## config.mk

```make
export PLATFORM = sky130hd
export DESIGN_NAME = bkpt_trigger_flat
export DESIGN_NICKNAME = d
export VERILOG_FILES = /design/src/hdl/bkpt_pkg.sv /design/src/hdl/bkpt_link_if.sv /design/src/hdl/bkpt_trigger.sv /design/src/flat_wrapper.sv
export VERILOG_INCLUDE_DIRS = /design/src /design/src/hdl
export SDC_FILE = /design/constraint.sdc
export NUM_CORES = 1
export LEC_CHECK = 0
export BUFFER_PORTS_ARGS = -buffer_cell sky130_fd_sc_hd__buf_2
export CORE_MARGIN = 3
export CORE_UTILIZATION = 30
export DETAILED_ROUTE_END_ITERATION = 16
export SYNTH_ARGS = -nofsm -noshare
export SYNTH_HDL_FRONTEND = slang
export SYNTH_SLANG_ARGS = --single-unit
```

## constraint.sdc

```tcl
create_clock -name pclk -period 6.1 [get_ports pclk]
set_input_delay 0.305 -clock pclk [delete_from_list [all_inputs] [get_ports pclk]]
set_output_delay 0.305 -clock pclk [all_outputs]
set_load 0.02 [all_outputs]
```

## src/hdl/bkpt_params.svh

```systemverilog
// Constants of the level-one breakpoint trigger: register map and field positions.
// Assumes inclusion by bare name from both ends of the debug link.
`ifndef BKPT_PARAMS_SVH
`define BKPT_PARAMS_SVH

`define DREG_SEL_TRIGGER 3'h0
`define DREG_SEL_PC0 3'h1
`define DREG_SEL_PC1 3'h2
`define DREG_SEL_PC2 3'h3
`define DREG_SEL_PC3 3'h4
`define DREG_SEL_MASK 3'h5
`define DREG_SEL_ALOW 3'h6
`define DREG_SEL_AHIGH 3'h7

`define TDR_DATA_EN_HI 28
`define TDR_DATA_EN_LO 22
`define TDR_GLOBAL_EN 13
`define TDR_COMBINE 14
`define TDR_DATA_INV 5
`define TDR_ADDR_EN_HI 4
`define TDR_ADDR_EN_LO 2
`define TDR_PC_EN 1
`define TDR_PC_INV 0

`define APB_CTRL 12'h000
`define APB_DATA 12'h004
`define APB_STATUS 12'h008
`define APB_IRQ_STATUS 12'h00C
`define APB_IRQ_CLEAR 12'h010
`define APB_IRQ_ENABLE 12'h014
`define APB_MATCH 12'h018

`define CTRL_RESET 32'h0000_0000
`define ZERO_WORD 32'h0000_0000
`define PC_ADDR_MSB_MASK 32'hFF00_0000

`endif

```

## src/hdl/bkpt_pkg.sv

```systemverilog
// Types shared by the breakpoint trigger and its debug-port controller.
// Assumes bkpt_params.svh is on the include path.
package bkpt_pkg;
    typedef logic [2:0] dreg_sel_type;
    typedef logic [31:0] word_type;
    typedef enum logic [2:0] {
        ST_IDLE = 3'b001,
        ST_SEND = 3'b010,
        ST_DONE = 3'b100
    } host_state_type;
endpackage : bkpt_pkg

```

## src/hdl/bkpt_link_if.sv

```systemverilog
// Link between the breakpoint trigger and the debug-port controller.
// Assumes one clock and one reset shared by both ends.
`timescale 1ns/1ps
interface bkpt_link_if (
    input wire logic pclk,
    input wire logic presetn
);
    logic dreg_wr;
    bkpt_pkg::dreg_sel_type dreg_sel;
    bkpt_pkg::word_type dreg_data;
    logic trigger;
    bkpt_pkg::word_type match_pc;

    modport device (
        input dreg_wr,
        input dreg_sel,
        input dreg_data,
        output trigger,
        output match_pc
    );
    modport host (
        output dreg_wr,
        output dreg_sel,
        output dreg_data,
        input trigger,
        input match_pc
    );
endinterface : bkpt_link_if

```

## src/hdl/bkpt_trigger.sv

```systemverilog
// Level-one breakpoint trigger: PC, data-address and data-value comparators.
// Assumes the core presents one-cycle pc_valid and bus_valid strobes on pclk,
// and that debug-register writes arrive on the link or from the supervisor port.
// Function
// RULE_01 - Data enables gate data-value comparison
// RULE_02 - Seven enables: longword, halfwords, four bytes
// RULE_03 - Data invert flips every data comparator
// RULE_04 - Address enable field; zero disables
// RULE_05 - Top bit: address outside range
// RULE_06 - Middle bit: address inside inclusive range
// RULE_07 - Low bit: address equals low bound
// RULE_08 - PC enable and PC invert bits
// RULE_09 - First PC breakpoint compared under mask
// RULE_10 - Mask bits 31..1 affect first only
// RULE_11 - Other three match only when valid
// RULE_12 - Software writes bit 0 of first zero
// RULE_13 - Software zeroes PC address top byte
// RULE_14 - Mask undefined after reset; initialise first
// RULE_15 - Writable by instruction and debug port
// RULE_16 - Combine bit selects AND or OR
// RULE_17 - Global enable suppresses all triggers
// RULE_18 - One-cycle pulse per qualified transfer
`timescale 1ns/1ps
`include "bkpt_params.svh"
module bkpt_trigger (
    input wire logic pclk,
    input wire logic presetn,
    bkpt_link_if.device link,
    input wire logic sup_wr,
    input wire logic [2:0] sup_sel,
    input wire logic [31:0] sup_data,
    input wire logic pc_valid,
    input wire logic [31:0] pc,
    input wire logic bus_valid,
    input wire logic [31:0] bus_addr,
    input wire logic [1:0] bus_size,
    input wire logic [31:0] bus_data,
    input wire logic [31:0] data_match_value,
    output logic trigger_pulse
);
    import bkpt_pkg::*;

    // Returns one when a write strobe addresses the register with the given code.
    function automatic logic sel_hit(input logic strobe, input dreg_sel_type sel,
                                     input dreg_sel_type code);
        sel_hit = strobe & (sel == code);
    endfunction : sel_hit

    word_type trigger_definition_ff;
    word_type pc_breakpoint_masked_ff;
    word_type pc_bkpt_ff [1:3];
    word_type pc_breakpoint_mask_ff;
    word_type address_low_bound_ff;
    word_type address_high_bound_ff;
    logic trigger_ff;
    word_type match_pc_ff;
    logic pc_hit_ff;

    // RULE_15 both writers
    wire wr_en = link.dreg_wr | sup_wr;
    wire dreg_sel_type wr_sel = link.dreg_wr ? link.dreg_sel : sup_sel;
    wire word_type wr_data = link.dreg_wr ? link.dreg_data : sup_data;

    wire logic [6:0] lvl1_data_enable =
        trigger_definition_ff[`TDR_DATA_EN_HI:`TDR_DATA_EN_LO];
    wire lvl1_data_invert = trigger_definition_ff[`TDR_DATA_INV];
    wire logic [2:0] lvl1_address_enable =
        trigger_definition_ff[`TDR_ADDR_EN_HI:`TDR_ADDR_EN_LO];
    wire lvl1_pc_enable = trigger_definition_ff[`TDR_PC_EN];
    wire lvl1_pc_invert = trigger_definition_ff[`TDR_PC_INV];
    wire lvl1_combine_select = trigger_definition_ff[`TDR_COMBINE];
    wire lvl1_global_enable = trigger_definition_ff[`TDR_GLOBAL_EN];

    // RULE_09 masked compare
    wire pc0_hit =
        ((pc ^ pc_breakpoint_masked_ff) & ~{pc_breakpoint_mask_ff[31:1], 1'b0}) == `ZERO_WORD;
    logic [3:1] pcn_hit;
    genvar gi;
    generate
        for (gi = 1; gi <= 3; gi++) begin : g_pcn
            // RULE_11 valid qualified
            assign pcn_hit[gi] = pc_bkpt_ff[gi][0] & (pc[31:1] == pc_bkpt_ff[gi][31:1]);
        end
    endgenerate
    // RULE_08 enable and invert
    wire pc_cond = lvl1_pc_enable & ((pc0_hit | (|pcn_hit)) ^ lvl1_pc_invert);

    wire addr_ge = bus_addr >= address_low_bound_ff;
    wire addr_le = bus_addr <= address_high_bound_ff;
    // RULE_05 outside range
    wire addr_out = lvl1_address_enable[2] & ~(addr_ge & addr_le);
    // RULE_06 inclusive range
    wire addr_in = lvl1_address_enable[1] & addr_ge & addr_le;
    // RULE_07 equal low
    wire addr_eq = lvl1_address_enable[0] & (bus_addr == address_low_bound_ff);
    // RULE_04 field disables
    wire addr_cond = addr_out | addr_in | addr_eq;

    // Byte lanes of the data bus; lane_eq[0] is the low-order byte.
    wire logic [3:0] lane_eq;
    generate
        for (gi = 0; gi < 4; gi++) begin : g_lane
            assign lane_eq[gi] = bus_data[8*gi +: 8] == data_match_value[8*gi +: 8];
        end
    endgenerate
    // RULE_02 lane selection
    wire logic [6:0] cmp_raw = {&lane_eq, &lane_eq[1:0], &lane_eq[3:2],
                                lane_eq[0], lane_eq[1], lane_eq[2], lane_eq[3]};
    // RULE_03 invert comparators
    wire logic [6:0] cmp = cmp_raw ^ {7{lvl1_data_invert}};
    // RULE_01 enabled comparators
    wire data_any = |lvl1_data_enable;
    wire data_cond = ~data_any | (|(cmp & lvl1_data_enable));
    wire ad_cond = (addr_cond | (lvl1_address_enable == 3'b000 & data_any)) & data_cond
                   & ((lvl1_address_enable != 3'b000) | data_any) & bus_valid;

    // A PC hit is held until the next bus transfer so AND mode can pair them.
    wire pc_now = pc_valid & pc_cond;
    wire pc_term = pc_now | pc_hit_ff;
    // RULE_16 combine
    wire comb = lvl1_combine_select ? (pc_now | ad_cond) : (pc_term & ad_cond);
    // RULE_17 global enable
    wire nxt_trigger = lvl1_global_enable & comb;

    // One write strobe per register, decoded from the merged write port.
    wire wr_trigger = sel_hit(wr_en, wr_sel, `DREG_SEL_TRIGGER);
    wire wr_pc0 = sel_hit(wr_en, wr_sel, `DREG_SEL_PC0);
    wire wr_mask = sel_hit(wr_en, wr_sel, `DREG_SEL_MASK);
    wire wr_alow = sel_hit(wr_en, wr_sel, `DREG_SEL_ALOW);
    wire wr_ahigh = sel_hit(wr_en, wr_sel, `DREG_SEL_AHIGH);
    logic [3:1] wr_pcn;
    generate
        for (gi = 1; gi <= 3; gi++) begin : g_pcn_wr
            assign wr_pcn[gi] = sel_hit(wr_en, wr_sel, dreg_sel_type'(`DREG_SEL_PC0 + gi));
        end
    endgenerate

    // RULE_15 register writes
    always_ff @(posedge pclk or negedge presetn) begin
        if (!presetn) begin
            trigger_definition_ff <= `ZERO_WORD;
        end else if (wr_trigger) begin
            trigger_definition_ff <= wr_data;
        end
    end

    always_ff @(posedge pclk or negedge presetn) begin
        if (!presetn) begin
            pc_breakpoint_masked_ff <= `ZERO_WORD;
        end else if (wr_pc0) begin
            pc_breakpoint_masked_ff <= wr_data;
        end
    end

    // Clearing the valid flags at reset keeps the three extra compares silent.
    always_ff @(posedge pclk or negedge presetn) begin
        if (!presetn) begin
            for (int i = 1; i <= 3; i++) begin
                pc_bkpt_ff[i] <= `ZERO_WORD;
            end
        end else begin
            for (int i = 1; i <= 3; i++) begin
                if (wr_pcn[i]) begin
                    pc_bkpt_ff[i] <= wr_data;
                end
            end
        end
    end

    always_ff @(posedge pclk or negedge presetn) begin
        if (!presetn) begin
            address_low_bound_ff <= `ZERO_WORD;
        end else if (wr_alow) begin
            address_low_bound_ff <= wr_data;
        end
    end

    always_ff @(posedge pclk or negedge presetn) begin
        if (!presetn) begin
            address_high_bound_ff <= `ZERO_WORD;
        end else if (wr_ahigh) begin
            address_high_bound_ff <= wr_data;
        end
    end

    // RULE_14 mask has no reset
    always_ff @(posedge pclk) begin
        if (wr_mask) begin
            pc_breakpoint_mask_ff <= wr_data;
        end
    end

    // RULE_18 single-cycle pulse
    always_ff @(posedge pclk or negedge presetn) begin
        if (!presetn) begin
            trigger_ff <= 1'b0;
            match_pc_ff <= `ZERO_WORD;
            pc_hit_ff <= 1'b0;
        end else begin
            trigger_ff <= nxt_trigger;
            pc_hit_ff <= bus_valid ? 1'b0 : pc_term;
            if (nxt_trigger) begin
                match_pc_ff <= pc;
            end
        end
    end

    assign trigger_pulse = trigger_ff;
    assign link.trigger = trigger_ff;
    assign link.match_pc = match_pc_ff;
endmodule : bkpt_trigger

```

## src/flat_wrapper.sv

```systemverilog
// flat-port wrapper written by rule: the top's interface ports become plain ports
module bkpt_trigger_flat import bkpt_pkg::*;
  (pclk, presetn, sup_wr, sup_sel, sup_data, pc_valid, pc, bus_valid, bus_addr, bus_size, bus_data, data_match_value, trigger_pulse, link_dreg_wr, link_dreg_sel, link_dreg_data, link_trigger, link_match_pc);
  bkpt_link_if link_i (.pclk(pclk), .presetn(presetn));
  input wire logic pclk;
  input wire logic presetn;
  input wire logic sup_wr;
  input wire logic [2:0] sup_sel;
  input wire logic [31:0] sup_data;
  input wire logic pc_valid;
  input wire logic [31:0] pc;
  input wire logic bus_valid;
  input wire logic [31:0] bus_addr;
  input wire logic [1:0] bus_size;
  input wire logic [31:0] bus_data;
  input wire logic [31:0] data_match_value;
  output logic trigger_pulse;
  input wire logic [$bits(link_i.dreg_wr)-1:0] link_dreg_wr;
  input wire logic [$bits(link_i.dreg_sel)-1:0] link_dreg_sel;
  input wire logic [$bits(link_i.dreg_data)-1:0] link_dreg_data;
  output wire logic [$bits(link_i.trigger)-1:0] link_trigger;
  output wire logic [$bits(link_i.match_pc)-1:0] link_match_pc;
  assign link_i.dreg_wr = link_dreg_wr;
  assign link_i.dreg_sel = link_dreg_sel;
  assign link_i.dreg_data = link_dreg_data;
  assign link_trigger = link_i.trigger;
  assign link_match_pc = link_i.match_pc;
  bkpt_trigger u_core (.pclk(pclk), .presetn(presetn), .link(link_i), .sup_wr(sup_wr), .sup_sel(sup_sel), .sup_data(sup_data), .pc_valid(pc_valid), .pc(pc), .bus_valid(bus_valid), .bus_addr(bus_addr), .bus_size(bus_size), .bus_data(bus_data), .data_match_value(data_match_value), .trigger_pulse(trigger_pulse));
endmodule
```

==> impl_metrics.json <==
{
  "status": "finished clean",
  "grt_overflow": 0,
  "insertion_delay_ps": 530,
  "grt_pass1_vias": 10575,
  "cts_max_level": 2,
  "crit_buf_inv": 2,
  "slew_headroom_pct": 14.0,
  "required_ps": 6510,
  "clock_sinks": 272,
  "async_flop_share_pct": 88.6,
  "end_kind": "flop",
  "avgSynthCellArea_um2": 10.1,
  "finClkSkew_ps": 16.2,
  "cts_tree": "yes",
  "antenna_found_initial": 4,
  "crit_chain": "inv_1, ha_1, a21oi_1, o21ai_0, a221o_1, a211o_1, a2111o_1, a21oi_2, nor4b_4, o211ai_4, buf_4, mux2_1",
  "leakage_uw": 0.00787,
  "wl_um": 40500,
  "dr.pass1.iters": 5,
  "insertedDiodeCount": 0,
  "hp-class": "input port to flop",
  "rr_worst_depth": 12,
  "synthDistinctLibCells": 52,
  "gp_congestion": 0.857,
  "post-dp-hpwl_um": 29700,
  "ys_ff_latch": 272,
  "slowest_stage": "o211ai_4",
  "cp_top_family": "compound AO/OA/AOI/OAI gates",
  "layout-drive-gt1-share_pct": 21.7,
  "rr_startpoint": "u_core.address_low_bound_ff[7]$_DFFE_PN0P_",
  "post-route-period-util_pct": 68.1,
  "num_vias": 10281,
  "worstHoldPathCells": 2,
  "io_buffers": 237,
  "die_h_um": 220,
  "grt_pass1_wl_um": 61800,
  "synth_nets": 1638,
  "crit_fanout": 22,
  "drt_iter0_markers": 611,
  "hold_end": "u_core.link.match_pc[0]$_DFFE_PN0P_",
  "via_per_inst": 4.69,
  "cts_buffer_depth": 3,
  "worst_pin_slew_ps": 1250,
  "cts_buffers": 34,
  "cts_resized": 0,
  "post_drt_wl_per_cell_um": 18.5,
  "final_nets": 1844,
  "finalPower_uw": 6210,
  "pre_cts_slack_ps": 1840,
  "hold_viol_final": 0,
  "n_fill_cell": 4485,
  "synth_cells": 1368,
  "slowest_delay_ps": 660,
  "synth_edf_count": 31,
  "ys_warn_count": 0,
  "dieWidth_um": 220,
  "coreArea_mm2": 0.0448,
  "grt.total_usage_pct": 16.8,
  "r2r_end": "u_core.link.match_pc[0]$_DFFE_PN0P_",
  "syn_area_mm2": 0.0138,
  "start_util_pct": 30.7,
  "final_cell_mix": "dfrtp_1, buf_2, nand2_1, xnor2_1, o21ai_0",
  "slew_violations": 0,
  "hold_path_startpoint": "pc[0]",
  "synth_flop_cell": "dfrtp_1",
  "hold_ws_ps": 56.7,
  "power_density_mw_per_mm2": 372,
  "finalSetupViolCount": 0,
  "synth_sequential_area_ratio_pct": 50.5,
  "num_rows": 77,
  "arrival_ps": 4560,
  "route.detailed.drc": 0,
  "clkTransAtPathRegs_ps": 60,
  "cp-start-kind": "flop",
  "path_class": "flop to flop",
  "rsz0062_at_grt": "no",
  "min_period_ps": 4150,
  "grt_max_degree": 140,
  "max-cap-violations": 0,
  "cts_root_buffer": "clkbuf_16",
  "postRouteAntennaNets": 0,
  "ios": 240,
  "max_freq_mhz": 241,
  "setup_slack_ps": 1950,
  "ir_drop_mv": 0.175,
  "synthToLayoutAreaGrowth_pct": 21.2,
  "rrSetupSlack_ps": 1950,
  "layout_commonest_cell": "dfrtp_1",
  "dieArea_mm2": 0.0485,
  "tns_ps": 0
}
synthesized netlist by cell type, types with 9 or more instances:
master | instances | share of area, %
mux2i_1 | 33 | 2.4
edfxtp_1 | 31 | 6.8
a21oi_1 | 92 | 3.3
mux2_4 | 29 | 3.2
ha_1 | 64 | 5.8
nor2_1 | 74 | 2.0
nand2_1 | 166 | 4.5
xnor2_1 | 157 | 10
nor4_1 | 15 | 0.68
nand4_1 | 45 | 2.0
o21ai_0 | 149 | 5.4
inv_1 | 99 | 2.7
clkbuf_1 | 73 | 2.0
o22ai_1 | 16 | 0.73
nand3_1 | 9 | 0.33
dfrtp_1 | 241 | 44
logic make-up after synthesis:
| family | share of synthesized area [%] |
|---|---|
| compound gates | 11.6 |
| xor+xnor | 10.2 |
| fa+ha+maj | 5.81 |
| buf+inv | 5.18 |
| flops | 50.5 |
| mux | 5.80 |
| simple gates | 10.9 |
metal layers:
metal,wire (um),GRT usage [%],vias to the layer above
met2,19400,28.5,222
li1,-,-,5043
met5,27,0,-
met1,18300,22.3,4957
met4,876,4.85,4
met3,1840,2.82,55
where the power goes:
part	switching (uW)	internal, uW	leakage [uW]	total, uW
Combinational	870	728	0.00409	1600
Clock	810	1240	0.000562	2050
Sequential	279	2280	0.00322	2560
Total	1960	4250	0.00787	6210
layout make-up:
cell class	count	area, um2	area share, %
Multi-Input combinational cell	913	6140	36.8
Inverter	100	375	2.25
Tap cell	592	741	4.44
Clock buffer	52	1050	6.30
Clock inverter	10	88.8	0.532
Sequential cell	272	6960	41.7
Timing Repair Buffer	253	1330	7.99
worst max-delay path by stage:
| stage | from | endpoint | cells after the start |
|---|---|---|---|
| after global routing | u_core.address_low_bound_ff[7]$_DFFE_PN0P_ | u_core.link.match_pc[1]$_DFFE_PN0P_ | 12 |
| after global placement | bus_addr[7] | u_core.link.match_pc[0]$_DFFE_PN0P_ | 12 |
| after CTS | u_core.address_low_bound_ff[7]$_DFFE_PN0P_ | u_core.link.match_pc[0]$_DFFE_PN0P_ | 12 |
| after floorplan | u_core.address_low_bound_ff[14]$_DFFE_PN0P_ | u_core.link.match_pc[10]$_DFFE_PN0P_ | 12 |
| final | u_core.address_low_bound_ff[7]$_DFFE_PN0P_ | u_core.link.match_pc[0]$_DFFE_PN0P_ | 12 |
| after detailed placement | bus_addr[7] | u_core.link.match_pc[0]$_DFFE_PN0P_ | 12 |
through the flow:
stage / cell area (um2) / std cells / util [%]
after global routing: 16700 / 2192 / 37.3
after detailed placement: 15500 / 2128 / 34.7
final: 16700 / 2192 / 37.3
after CTS: 16700 / 2192 / 37.3
after floorplan: 13800 / 1368 / -
after global placement: 15500 / 2128 / 34.7
state kept, by name (all words and copies together) (netlist names):
| name | cells |
|---|---|
| u_core.pc_bkpt_ff | 96 |
| u_core.address_high_bound_ff | 32 |
| u_core.address_low_bound_ff | 32 |
| u_core.link.match_pc | 32 |
| u_core.pc_breakpoint_masked_ff | 32 |
| u_core.pc_breakpoint_mask_ff | 31 |
| u_core.trigger_definition_ff | 15 |
| u_core.link.trigger | 1 |
| u_core.pc_hit_ff | 1 |
what timing repair did:
action | 4_1_cts | 5_1_grt
hold buffers | 2 | 0
hold endpoints to repair | 103 | 0
setup buffers | 0 | 0
(Power assumes the default switching activity.)
